File: config.mk
export PLATFORM = sky130hd
export DESIGN_NAME = csfr_bank
export DESIGN_NICKNAME = d
export VERILOG_FILES = /design/src/hdl/csfr_pkg.sv /design/src/hdl/csfr_pointer.sv /design/src/hdl/csfr_bank.sv
export SDC_FILE = /design/constraint.sdc
export NUM_CORES = 1
export LEC_CHECK = 0
export BUFFER_PORTS_ARGS = -buffer_cell sky130_fd_sc_hd__buf_2
export CORE_MARGIN = 3
export CORE_UTILIZATION = 30
export CTS_CLUSTER_SIZE = 12
export DETAILED_ROUTE_END_ITERATION = 8
export HOLD_SLACK_MARGIN = 0.03
export PLACE_DENSITY = 0.48
export SYNTH_ARGS = -nofsm -noshare
export SYNTH_HDL_FRONTEND = slang
export SYNTH_SLANG_ARGS = --single-unit
export TNS_END_PERCENT = 50
File: constraint.sdc
create_clock -name clock -period 8.5 [get_ports clock]
set_clock_uncertainty 0.05 [all_clocks]
set_input_delay 2.125 -clock clock [delete_from_list [all_inputs] [get_ports clock]]
set_output_delay 2.125 -clock clock [all_outputs]
set_load 0.01 [all_outputs]
File: src/hdl/csfr_pkg.sv
// Package with addresses, reset values and carrier types of the core bank.
package csfr_pkg;

    // Special-function locations, 12-bit data-memory addresses.
    localparam logic [11:0] A_STACK_TOP_UPPER  = 12'hFFF;
    localparam logic [11:0] A_STACK_TOP_HIGH   = 12'hFFE;
    localparam logic [11:0] A_STACK_TOP_LOW    = 12'hFFD;
    localparam logic [11:0] A_STACK_POINTER    = 12'hFFC;
    localparam logic [11:0] A_PC_UPPER_HOLD    = 12'hFFB;
    localparam logic [11:0] A_PC_HIGH_HOLD     = 12'hFFA;
    localparam logic [11:0] A_PC_LOW           = 12'hFF9;
    localparam logic [11:0] A_TABLE_PTR_UPPER  = 12'hFF8;
    localparam logic [11:0] A_TABLE_PTR_HIGH   = 12'hFF7;
    localparam logic [11:0] A_TABLE_PTR_LOW    = 12'hFF6;
    localparam logic [11:0] A_TABLE_LATCH      = 12'hFF5;
    localparam logic [11:0] A_PRODUCT_HIGH     = 12'hFF4;
    localparam logic [11:0] A_PRODUCT_LOW      = 12'hFF3;
    localparam logic [11:0] A_INT_CTRL_MAIN    = 12'hFF2;
    localparam logic [11:0] A_INT_CTRL_EDGE    = 12'hFF1;
    localparam logic [11:0] A_INT_CTRL_EXT     = 12'hFF0;
    localparam logic [11:0] A_IND0_PLAIN       = 12'hFEF;
    localparam logic [11:0] A_IND0_POSTINC     = 12'hFEE;
    localparam logic [11:0] A_IND0_POSTDEC     = 12'hFED;
    localparam logic [11:0] A_IND0_PREINC      = 12'hFEC;
    localparam logic [11:0] A_IND0_OFFSET      = 12'hFEB;
    localparam logic [11:0] A_POINTER0_HIGH    = 12'hFEA;
    localparam logic [11:0] A_POINTER0_LOW     = 12'hFE9;
    localparam logic [11:0] A_WORKING          = 12'hFE8;
    localparam logic [11:0] A_IND1_PLAIN       = 12'hFE7;
    localparam logic [11:0] A_IND1_POSTINC     = 12'hFE6;
    localparam logic [11:0] A_IND1_POSTDEC     = 12'hFE5;

    // Field positions.
    localparam int STK_FULL_BIT     = 7;
    localparam int STK_UNDERFLOW_BIT = 6;
    localparam int TBL_CONFIG_BIT   = 21;

    // Values after power-on and brown-out reset.
    localparam logic [7:0] RST_ZERO          = 8'h00;
    localparam logic [7:0] RST_INT_CTRL_EDGE = 8'hFF;
    localparam logic [7:0] RST_INT_CTRL_EXT  = 8'hC0;

    typedef enum logic [2:0] {
        CSFR_OP_PLAIN,
        CSFR_OP_POSTINC,
        CSFR_OP_POSTDEC,
        CSFR_OP_PREINC,
        CSFR_OP_OFFSET
    } csfr_op_t;

    typedef enum {
        CSFR_ST_IDLE,
        CSFR_ST_MEM,
        CSFR_ST_WAIT
    } csfr_state_t;

    // One access from the core.
    typedef struct packed {
        logic        write;
        logic [11:0] addr;
        logic [7:0]  wdata;
    } csfr_req_t;

    // One access to data memory made on behalf of an indirect port.
    typedef struct packed {
        logic        req;
        logic        write;
        logic [11:0] addr;
        logic [7:0]  wdata;
    } csfr_mem_t;

    // Register contents the core logic uses.
    typedef struct packed {
        logic [20:0] stack_top;
        logic [4:0]  stack_ptr;
        logic        stack_full;
        logic        stack_underflow;
        logic [4:0]  pc_upper;
        logic [7:0]  pc_high;
        logic [7:0]  pc_low;
        logic [21:0] table_ptr;
        logic        table_to_config;
        logic [7:0]  table_latch;
        logic [15:0] product;
        logic [7:0]  int_main;
        logic [7:0]  int_edge;
        logic [7:0]  int_ext;
        logic [7:0]  working;
    } csfr_view_t;

endpackage

File: src/hdl/csfr_pointer.sv
// One indirect-addressing pointer with its address modes.
`timescale 1ns/1ps
module csfr_pointer
    import csfr_pkg::*;
(
    // Clock and reset.
    input  wire logic        clock,
    input  wire logic        rst,
    // Direct writes of the pointer bytes.
    input  wire logic        wr_high,
    input  wire logic        wr_low,
    input  wire logic [7:0]  wdata,
    // Indirect access control.
    input  wire csfr_op_t    op,
    input  wire logic        start,
    input  wire logic        finish,
    input  wire logic [7:0]  working,
    // Pointer value and the address for the current mode.
    output logic      [11:0] ptr,
    output logic      [11:0] eff_addr
);

    logic [11:0] ptr_reg;
    logic [11:0] offset;

    assign ptr = ptr_reg;
    // Working register is treated as signed.
    assign offset = {{4{working[7]}}, working};

    always_comb begin
        case (op)
            CSFR_OP_PREINC: eff_addr = ptr_reg + 12'h001;
            CSFR_OP_OFFSET: eff_addr = ptr_reg + offset;
            default:        eff_addr = ptr_reg;
        endcase
    end

    // Pre-increment is applied when the access starts, the post modes
    // once the memory access has completed.
    always_ff @(posedge clock or posedge rst) begin
        if (rst) begin
            ptr_reg <= 12'h000;
        end else if (start && op == CSFR_OP_PREINC) begin
            ptr_reg <= ptr_reg + 12'h001;
        end else if (finish && op == CSFR_OP_POSTINC) begin
            ptr_reg <= ptr_reg + 12'h001;
        end else if (finish && op == CSFR_OP_POSTDEC) begin
            ptr_reg <= ptr_reg - 12'h001;
        end else if (wr_high) begin
            ptr_reg[11:8] <= wdata[3:0];
        end else if (wr_low) begin
            ptr_reg[7:0] <= wdata;
        end
    end

endmodule

File: src/hdl/csfr_bank.sv
// Core special-function register bank with indirect-access ports.
`timescale 1ns/1ps
// Functional notes
// - Indirect port reaches memory byte at pointer
// - Plain port uses pointer, leaves it unchanged
// - Post-increment port adds one after access
// - Post-decrement port subtracts one after access
// - Table pointer low byte holds bits 7:0
// - Table latch clears to zero at reset
// - Stack full/underflow stay set until cleared
// - Table pointer bit 21 selects configuration space
// - Unused locations read as zero
module csfr_bank
    import csfr_pkg::*;
(
    // Clock and reset.
    input  wire logic        clock,
    input  wire logic        rst,
    // Core access port.
    input  wire logic        req_valid,
    input  wire csfr_req_t   req,
    output logic             req_ready,
    output logic             rsp_valid,
    output logic [7:0]       rsp_rdata,
    // Data-memory access port.
    output csfr_mem_t        mem,
    input  wire logic [7:0]  mem_rdata,
    // Core hardware updates.
    input  wire logic        stack_full_set,
    input  wire logic        stack_underflow_set,
    input  wire logic        table_latch_load,
    input  wire logic [7:0]  table_latch_data,
    input  wire logic        product_load,
    input  wire logic [15:0] product_data,
    input  wire logic [5:0]  int_flag_set,
    // Register view.
    output csfr_view_t       view
);

    csfr_state_t state_reg;
    csfr_op_t    op_reg;
    csfr_op_t    op_now;
    logic        ptr_sel_reg;
    logic        ptr_sel_now;
    logic        is_ind;
    logic        take;
    logic        loc_wr;
    logic        finish;
    logic [7:0]  rd_mux;
    logic [11:0] ptr0;
    logic [11:0] ptr1;
    logic [11:0] eff0;
    logic [11:0] eff1;
    csfr_op_t    op0;
    csfr_op_t    op1;

    assign take   = req_valid && req_ready;
    assign loc_wr = take && req.write && !is_ind;
    assign finish = (state_reg == CSFR_ST_WAIT);

    // Decode of the indirect ports; they hold no storage of their own.
    always_comb begin
        is_ind      = 1'b1;
        ptr_sel_now = 1'b0;
        op_now      = CSFR_OP_PLAIN;
        case (req.addr)
            A_IND0_PLAIN:   op_now = CSFR_OP_PLAIN;
            A_IND0_POSTINC: op_now = CSFR_OP_POSTINC;
            A_IND0_POSTDEC: op_now = CSFR_OP_POSTDEC;
            A_IND0_PREINC:  op_now = CSFR_OP_PREINC;
            A_IND0_OFFSET:  op_now = CSFR_OP_OFFSET;
            A_IND1_PLAIN: begin
                ptr_sel_now = 1'b1;
            end
            A_IND1_POSTINC: begin
                ptr_sel_now = 1'b1;
                op_now      = CSFR_OP_POSTINC;
            end
            A_IND1_POSTDEC: begin
                ptr_sel_now = 1'b1;
                op_now      = CSFR_OP_POSTDEC;
            end
            default: is_ind = 1'b0;
        endcase
    end

    // The unit that is not in use sees the plain mode, so it stays still.
    assign op0 = (state_reg == CSFR_ST_IDLE)
                 ? (ptr_sel_now ? CSFR_OP_PLAIN : op_now)
                 : (ptr_sel_reg ? CSFR_OP_PLAIN : op_reg);
    assign op1 = (state_reg == CSFR_ST_IDLE)
                 ? (ptr_sel_now ? op_now : CSFR_OP_PLAIN)
                 : (ptr_sel_reg ? op_reg : CSFR_OP_PLAIN);

    csfr_pointer u_pointer0 (
        .clock    (clock),
        .rst      (rst),
        .wr_high  (loc_wr && req.addr == A_POINTER0_HIGH),
        .wr_low   (loc_wr && req.addr == A_POINTER0_LOW),
        .wdata    (req.wdata),
        .op       (op0),
        .start    (take && is_ind && !ptr_sel_now),
        .finish   (finish && !ptr_sel_reg),
        .working  (view.working),
        .ptr      (ptr0),
        .eff_addr (eff0)
    );

    // Pointer one has no byte registers in this bank; it is moved only by
    // its own post-modify ports.
    csfr_pointer u_pointer1 (
        .clock    (clock),
        .rst      (rst),
        .wr_high  (1'b0),
        .wr_low   (1'b0),
        .wdata    (req.wdata),
        .op       (op1),
        .start    (take && is_ind && ptr_sel_now),
        .finish   (finish && ptr_sel_reg),
        .working  (view.working),
        .ptr      (ptr1),
        .eff_addr (eff1)
    );

    // Access sequencer: indirect accesses spend three cycles.
    always_ff @(posedge clock or posedge rst) begin
        if (rst) begin
            state_reg   <= CSFR_ST_IDLE;
            op_reg      <= CSFR_OP_PLAIN;
            ptr_sel_reg <= 1'b0;
            req_ready   <= 1'b1;
            mem         <= '0;
        end else begin
            case (state_reg)
                CSFR_ST_IDLE: begin
                    if (take && is_ind) begin
                        state_reg   <= CSFR_ST_MEM;
                        op_reg      <= op_now;
                        ptr_sel_reg <= ptr_sel_now;
                        req_ready   <= 1'b0;
                        mem.req     <= 1'b1;
                        mem.write   <= req.write;
                        mem.wdata   <= req.wdata;
                        mem.addr    <= ptr_sel_now ? eff1 : eff0;
                    end
                end
                CSFR_ST_MEM: begin
                    mem.req   <= 1'b0;
                    state_reg <= CSFR_ST_WAIT;
                end
                CSFR_ST_WAIT: begin
                    req_ready <= 1'b1;
                    state_reg <= CSFR_ST_IDLE;
                end
                default: begin
                    req_ready <= 1'b1;
                    mem.req   <= 1'b0;
                    state_reg <= CSFR_ST_IDLE;
                end
            endcase
        end
    end

    // Read mux for the storage-backed locations.
    always_comb begin
        case (req.addr)
            A_STACK_TOP_UPPER: rd_mux = {3'h0, view.stack_top[20:16]};
            A_STACK_TOP_HIGH:  rd_mux = view.stack_top[15:8];
            A_STACK_TOP_LOW:   rd_mux = view.stack_top[7:0];
            A_STACK_POINTER:   rd_mux = {view.stack_full,
                                         view.stack_underflow, 1'b0,
                                         view.stack_ptr};
            A_PC_UPPER_HOLD:   rd_mux = {3'h0, view.pc_upper};
            A_PC_HIGH_HOLD:    rd_mux = view.pc_high;
            A_PC_LOW:          rd_mux = view.pc_low;
            A_TABLE_PTR_UPPER: rd_mux = {2'h0, view.table_ptr[21:16]};
            A_TABLE_PTR_HIGH:  rd_mux = view.table_ptr[15:8];
            A_TABLE_PTR_LOW:   rd_mux = view.table_ptr[7:0];
            A_TABLE_LATCH:     rd_mux = view.table_latch;
            A_PRODUCT_HIGH:    rd_mux = view.product[15:8];
            A_PRODUCT_LOW:     rd_mux = view.product[7:0];
            A_INT_CTRL_MAIN:   rd_mux = view.int_main;
            A_INT_CTRL_EDGE:   rd_mux = view.int_edge;
            A_INT_CTRL_EXT:    rd_mux = view.int_ext;
            A_POINTER0_HIGH:   rd_mux = {4'h0, ptr0[11:8]};
            A_POINTER0_LOW:    rd_mux = ptr0[7:0];
            A_WORKING:         rd_mux = view.working;
            default:           rd_mux = 8'h00;
        endcase
    end

    // Answer to the core: next cycle for plain locations, after the
    // memory round trip for indirect ports; writes answer zero.
    always_ff @(posedge clock or posedge rst) begin
        if (rst) begin
            rsp_valid <= 1'b0;
            rsp_rdata <= RST_ZERO;
        end else if (finish) begin
            rsp_valid <= 1'b1;
            rsp_rdata <= mem.write ? RST_ZERO : mem_rdata;
        end else if (take && !is_ind) begin
            rsp_valid <= 1'b1;
            rsp_rdata <= req.write ? RST_ZERO : rd_mux;
        end else begin
            rsp_valid <= 1'b0;
        end
    end

    // Return-stack window and pointer.
    always_ff @(posedge clock or posedge rst) begin
        if (rst) begin
            view.stack_top <= 21'h000000;
            view.stack_ptr <= 5'h00;
        end else if (loc_wr) begin
            case (req.addr)
                A_STACK_TOP_UPPER: view.stack_top[20:16] <= req.wdata[4:0];
                A_STACK_TOP_HIGH:  view.stack_top[15:8] <= req.wdata;
                A_STACK_TOP_LOW:   view.stack_top[7:0] <= req.wdata;
                A_STACK_POINTER:   view.stack_ptr <= req.wdata[4:0];
                default:           view.stack_top <= view.stack_top;
            endcase
        end
    end

    // Sticky stack flags: software may only clear them, and a hardware
    // set in the same cycle wins over that clear.
    always_ff @(posedge clock or posedge rst) begin
        if (rst) begin
            view.stack_full      <= 1'b0;
            view.stack_underflow <= 1'b0;
        end else begin
            if (stack_full_set) begin
                view.stack_full <= 1'b1;
            end else if (loc_wr && req.addr == A_STACK_POINTER
                         && !req.wdata[STK_FULL_BIT]) begin
                view.stack_full <= 1'b0;
            end
            if (stack_underflow_set) begin
                view.stack_underflow <= 1'b1;
            end else if (loc_wr && req.addr == A_STACK_POINTER
                         && !req.wdata[STK_UNDERFLOW_BIT]) begin
                view.stack_underflow <= 1'b0;
            end
        end
    end

    // Program-counter latches.
    always_ff @(posedge clock or posedge rst) begin
        if (rst) begin
            view.pc_upper <= 5'h00;
            view.pc_high  <= RST_ZERO;
            view.pc_low   <= RST_ZERO;
        end else if (loc_wr) begin
            case (req.addr)
                A_PC_UPPER_HOLD: view.pc_upper <= req.wdata[4:0];
                A_PC_HIGH_HOLD:  view.pc_high <= req.wdata;
                A_PC_LOW:        view.pc_low <= req.wdata;
                default:         view.pc_low <= view.pc_low;
            endcase
        end
    end

    // Table pointer and latch.
    always_ff @(posedge clock or posedge rst) begin
        if (rst) begin
            view.table_ptr       <= 22'h000000;
            view.table_to_config <= 1'b0;
        end else if (loc_wr) begin
            case (req.addr)
                A_TABLE_PTR_UPPER: begin
                    view.table_ptr[21:16] <= req.wdata[5:0];
                    view.table_to_config <= req.wdata[TBL_CONFIG_BIT - 16];
                end
                A_TABLE_PTR_HIGH: view.table_ptr[15:8] <= req.wdata;
                A_TABLE_PTR_LOW:  view.table_ptr[7:0] <= req.wdata;
                default:          view.table_ptr <= view.table_ptr;
            endcase
        end
    end

    always_ff @(posedge clock or posedge rst) begin
        if (rst) begin
            view.table_latch <= RST_ZERO;
        end else if (table_latch_load) begin
            view.table_latch <= table_latch_data;
        end else if (loc_wr && req.addr == A_TABLE_LATCH) begin
            view.table_latch <= req.wdata;
        end
    end

    // Product bytes and working register.
    always_ff @(posedge clock or posedge rst) begin
        if (rst) begin
            view.product <= 16'h0000;
            view.working <= RST_ZERO;
        end else begin
            if (product_load) begin
                view.product <= product_data;
            end else if (loc_wr && req.addr == A_PRODUCT_HIGH) begin
                view.product[15:8] <= req.wdata;
            end else if (loc_wr && req.addr == A_PRODUCT_LOW) begin
                view.product[7:0] <= req.wdata;
            end
            if (loc_wr && req.addr == A_WORKING) begin
                view.working <= req.wdata;
            end
        end
    end

    // Interrupt control; hardware flag sets win over a software write.
    always_ff @(posedge clock or posedge rst) begin
        if (rst) begin
            view.int_main <= RST_ZERO;
            view.int_edge <= RST_INT_CTRL_EDGE;
            view.int_ext  <= RST_INT_CTRL_EXT;
        end else begin
            if (loc_wr && req.addr == A_INT_CTRL_MAIN) begin
                view.int_main <= req.wdata | {5'h00, int_flag_set[2:0]};
            end else begin
                view.int_main[2:0] <= view.int_main[2:0] | int_flag_set[2:0];
            end
            if (loc_wr && req.addr == A_INT_CTRL_EDGE) begin
                view.int_edge <= req.wdata;
            end
            if (loc_wr && req.addr == A_INT_CTRL_EXT) begin
                view.int_ext <= req.wdata | {5'h00, int_flag_set[5:3]};
            end else begin
                view.int_ext[2:0] <= view.int_ext[2:0] | int_flag_set[5:3];
            end
        end
    end

endmodule

==> results.cfg, run 1 <==
[global_route]
grt_max_degree = 126
grt_pass1_vias = 10251
antenna_found_initial = 1
overflow = 0
grt_usage_pct = 23.3
grt_pass1_wl_microns = 67500

[pwr]
p_comb_share_pct = 7.3
switchingPower_uw = 516
p_sw_share_pct = 26.8
vdd_ir_drop_max_mv = 0.134
power_leakage_nw = 6.02
p_clk_share_pct = 44.0
pwr_density_cell_nw_per_um2 = 149
pwr-share-seq_pct = 48.7
p_int_mw = 1.41
power_mw = 1.92

[clock_tree]
post_cts_buffers = 0
cts.clk_slew.worst_paths_ns = 0.09
clock_latency_ns = 0.46
cts.repair.resized = 0
cts_hold_buf = 0
cts.sinks = 189
cts_tree = built
htree_num_levels = 4
clock_path_buffers = 2
cts_buffers = 17
cts-root-buf = clkbuf_16

[timing]
fin_crit_ns = 4.59
setup_tns_ns = 0
rsz0062_at_grt = false
whs_ns = 0.421
setup_viol = 0
fmax_mhz = 218
period_share_pct = 54.1
max_slew_margin_pct = 34.9
finalHoldViolations = 0
tightest_slew_ns = 0.972
finalMaxSlewViolations = 0

[min_path]
whs_endpoint = mem[7]$_DFFE_PP0P_
hold_class = flop to flop
worstHoldPathCells = 2
hp-start = mem[7]$_DFFE_PP0P_

[drt]
avgViaCountPerCell = 5.64
drt-total-wl_microns = 45800
firstDrtPassIters = 5
drc = 0
drt_iter0_markers = 778
drt.antenna.violating_nets = 0
vias = 10147
wl_per_cell_microns = 25.4

[logic_synthesis]
avgSynthCellArea_sq_um = 9.45
syn_inst = 1152
syn_area_sq_um = 10900
yosysTopAreaCellShare_pct = 40.9
synth-edff-count = 0
yosysUniqueCellTypes = 94
synth_flop_cell = dfrtp_1
ys_async_sr_fraction_pct = 100
synth_nets = 1236
yosys_warnings = 0
synth_area_leaders = dfrtp_1 (41%), mux2_2 (6.9%), nand2_1 (5.4%), o21ai_0 (4.8%), nor2_1 (3.0%)
synth_area_leader_cell = dfrtp_1
synth-seq-cells = 189
ys_seq_area_share_pct = 43.6

[die]
dieArea_sq_um = 38600
die_w_microns = 196
ios = 226
rows = 69
chipHeight_microns = 196
initial_utilization_pct = 30.5
core_area_sq_um = 35700

[final_layout]
mostFrequentLayoutCell = buf_2
largestRegisters = view x127, mem x22
fill_cells = 3688
syn_to_final_growth_pct = 18.6
nets = 1410
antenna_cells = 0
final_cell_mix = buf_2 (225), dfrtp_1 (178), nand2_1 (156)
top_register = view
drive_above_1_share_pct = 28.4
largest_reg_flops = 127

[place]
dp_hpwl_microns = 33900
gp_congestion = 0.861
io_buffer_count = 225

[worst_setup_path]
r2r_end = mem[18]$_DFFE_PP0P_
cp_data_required_time_ns = 8.78
timing.rr.start = req_ready$_DFFE_PP1P_
reg2reg_slack_ns = 5.56
reg2reg_depth = 7
crit_path_max_fanout = 19
critical_path_class = input pin to flop
start_kind = input pin
critPathArrivalTime_ns = 4.87
end_kind = flop

[run]
drv_cap = 0

[outcome]
status = finished clean
==> how the worst max path moves through the flow <==
stage / startpoint / endpoint / slack [ns] / depth (start not counted)
after floorplan: rst / mem[0]$_DFFE_PP0P_ / 1.20 / 1
after global routing: req[18] / mem[18]$_DFFE_PP0P_ / 3.70 / 8
final: req[18] / mem[18]$_DFFE_PP0P_ / 3.91 / 8
after CTS: req[18] / mem[18]$_DFFE_PP0P_ / 3.94 / 8
after detailed placement: req[18] / mem[18]$_DFFE_PP0P_ / 3.46 / 8
after global placement: req[18] / mem[18]$_DFFE_PP0P_ / 3.52 / 8
==> kinds of logic (layout without fill, tap and decap cells) <==
family / count (synthesis) / count (layout) / synth area share [%]
mux: 93 / 93 / 9.33
fa+ha+maj: 18 / 18 / 2.21
flops: 189 / 189 / 43.6
compound gates: 329 / 329 / 20.7
simple gates: 399 / 399 / 18.0
xor+xnor: 27 / 27 / 2.17
buf+inv: 97 / 284 / 3.99
==> metrics by stage <==
stage / worst slack [ns] / utilization (%) / std cells / cell area, sq um
after floorplan: 1.20 / - / 1152 / 10900
after global placement: 3.52 / 34.5 / 1768 / 12300
after detailed placement: 3.46 / 34.5 / 1768 / 12300
after CTS: 3.94 / 36.2 / 1800 / 12900
after global routing: 3.70 / 36.2 / 1800 / 12900
final: 3.91 / 36.2 / 1800 / 12900
==> critical path, cell delays in order <==
cell and delay [ns]:
buf_2 0.09, nand4_2 0.42, or3_1 0.65, nor3_4 0.73
nand2_1 0.34, a221oi_2 0.31, a21bo_1 0.15, a21oi_1 0.04
==> synth_stat cells (13+ instances only) <==
master / instances
nand3_1: 43
o21ai_0: 104
a21o_1: 13
dfrtp_1: 178
a21oi_1: 42
nor2_1: 88
mux2_2: 67
inv_1: 15
nand2_1: 156
nor3_1: 20
mux2i_1: 26
xor2_1: 15
a22oi_1: 25
clkbuf_1: 37
buf_2: 34
ha_1: 16
==> power groups by stage <==
stage	Sequential, mW	Clock, mW	Combinational [mW]
after global placement	0.955	0	0.140
after global routing	0.938	0.894	0.154
after detailed placement	0.954	0	0.141
final	0.936	0.846	0.140
after CTS	0.937	0.860	0.142
after floorplan	0.951	0	0.0624
==> layout make-up <==
cell class / count / area (sq um) / share of cell area [%]
multi-input cells: 866 / 5700 / 44.2
flip-flops and latches: 189 / 4740 / 36.8
repair buffers: 236 / 1210 / 9.37
well taps: 461 / 577 / 4.47
clock buffers: 19 / 443 / 3.43
clock inverters: 13 / 158 / 1.22
inverters: 16 / 67.6 / 0.524
==> routing by layer <==
| layer | part of all wire, % | GRT usage (%) | routed length (microns) |
|---|---|---|---|
| met1 | 41 | 29.8 | 18900 |
| met2 | 47 | 38.1 | 21700 |
| met4 | 4.1 | 9.93 | 1860 |
| met5 | 0 | 0 | 0 |
| met3 | 7.2 | 5.15 | 3310 |
Power figures use the tool's default switching activity.
==> inputs of run 2 (changes only) <==
clock period = 4.45 ns   (was 8.5 ns; I/O delays follow)
==> results.cfg, run 2 (synthesis results as in run 1) <==
[final_layout]
final_cell_mix = buf_2 (225), dfrtp_1 (178), nand2_1 (156)
mostFrequentLayoutCell = buf_2
top_register = view
largestRegisters = view x127, mem x22
largest_reg_flops = 127
syn_to_final_growth_pct = 19.7
nets = 1425
drive_above_1_share_pct = 29.2
antenna_cells = 0
final_core_util_pct = 36.5

[timing]
period_share_pct = 71.8
setup_tns_ns = 0
rsz0062_at_grt = false
finalMaxSlewViolations = 0
tightest_slew_ns = 1.22
setup_viol = 0
fin_crit_ns = 3.19
finalHoldViolations = 0
whs_ns = 0.419
fmax_mhz = 313
max_slew_margin_pct = 18.4

[global_route]
overflow = 0
grt_max_degree = 127
grt_usage_pct = 23.6
antenna_found_initial = 1
grt_pass1_wl_microns = 68200
grt_pass1_vias = 9990

[clock_tree]
cts.sinks = 189
cts-root-buf = clkbuf_16
post_cts_buffers = 0
cts.repair.resized = 0
cts_tree = built
clock_latency_ns = 0.45
htree_num_levels = 4
cts_buffers = 17
clock_path_buffers = 2
cts_hold_buf = 0
cts.clk_slew.worst_paths_ns = 0.07

[pwr]
p_clk_share_pct = 44.0
power_leakage_nw = 6.10
p_int_mw = 2.66
vdd_ir_drop_max_mv = 0.271
switchingPower_mw = 1.01
pwr-share-seq_pct = 48.7
p_comb_share_pct = 7.4
pwr_density_cell_nw_per_um2 = 282
p_sw_share_pct = 27.6

[place]
gp_congestion = 0.901
io_buffer_count = 225
dp_hpwl_microns = 34400

[worst_setup_path]
critical_path_class = input pin to flop
cp-startpoint = req[18]
critPathArrivalTime_ns = 3.45
timing.rr.start = u_pointer0.ptr[0]$_DFFE_PP0P_
cp_data_required_time_ns = 4.71
start_kind = input pin
end_kind = flop
crit_path_max_fanout = 13

[min_path]
hp-start = u_pointer1.ptr[11]$_DFFE_PP0P_
hold_class = flop to flop

[drt]
drt.antenna.violating_nets = 0
drt_iter0_markers = 798
drc = 0
drt-total-wl_microns = 45700
wl_per_cell_microns = 25.2
avgViaCountPerCell = 5.62
firstDrtPassIters = 6
vias = 10199

[run]
drv_cap = 0

[die]
die_w_microns = 196
core_area_sq_um = 35700
initial_utilization_pct = 30.5
ios = 226
dieArea_sq_um = 38600
rows = 69
chipHeight_microns = 196

[outcome]
status = finished clean
==> run 2: changes by cell type in the layout (fill, tap and decap cells not counted), sizes merged <==
| cell | before | now |
|---|---|---|
| bufinv | 2 | 1 |
| buf | 236 | 251 |
| clkinv | 3 | 4 |
==> run 2: final cells by class <==
type	count	area (sq um)
Clock inverter	13	146
Inverter	16	63.8
Tap cell	461	577
Sequential cell	189	4740
Timing Repair Buffer	251	1330
Fill cell	3720	22600
Clock buffer	19	453
Multi-Input combinational cell	866	5700
==> run 2: worst paths after layout <==
kind / to / slack (ns) / cells past startpoint
min in group asynchronous: view[42]$_DFFE_PP0P_ / 0.60 / 2
setup reg to reg: mem[16]$_DFFE_PP0P_ / 1.53 / 9
hold reg to reg: u_pointer1.ptr[11]$_DFFE_PP0P_ / 0.42 / 1
max in group asynchronous: mem[5]$_DFFE_PP0P_ / 2.72 / 3
hold / removal: u_pointer1.ptr[11]$_DFFE_PP0P_ / 0.42 / 1
setup / recovery: mem[14]$_DFFE_PP0P_ / 1.26 / 7
==> run 2: power by group through the flow <==
| stage | Clock (mW) | Sequential [mW] | Combinational [mW] |
|---|---|---|---|
| detailed placement | 0 | 1.82 | 0.274 |
| finish | 1.61 | 1.79 | 0.271 |
| CTS | 1.66 | 1.79 | 0.275 |
| global placement | 0 | 1.82 | 0.272 |
| global route | 1.71 | 1.79 | 0.298 |
| floorplan | 0 | 1.82 | 0.120 |
==> run 2: per-layer routing <==
layer | track usage [%] | vias up | share of wire, %
met5 | 0 | - | 0
met4 | 6.76 | 0 | 2.5
met3 | 4.58 | 59 | 6.4
met2 | 38.9 | 407 | 48
met1 | 31.7 | 5115 | 43
li1 | - | 4618 | -
==> run 2: worst max-delay path, stage by stage <==
cell and delay [ns]:
buf_2 0.09, nand4_2 0.28, or3_1 0.59, nor3_4 0.51, nand2_1 0.32, a311oi_1 0.42, a21oi_1 0.13
==> run 2: metrics by stage <==
step | power [mW] | instances | cell area (sq um) | setup slack [ns]
2_1_floorplan | 1.94 | 1152 | 10900 | 0.862
3_3_place_gp | 2.09 | 1783 | 12400 | 0.789
3_5_place_dp | 2.10 | 1783 | 12400 | 0.802
4_1_cts | 3.72 | 1815 | 13000 | 1.28
5_1_grt | 3.80 | 1815 | 13000 | 1.11
6_report | 3.67 | 1815 | 13000 | 1.26
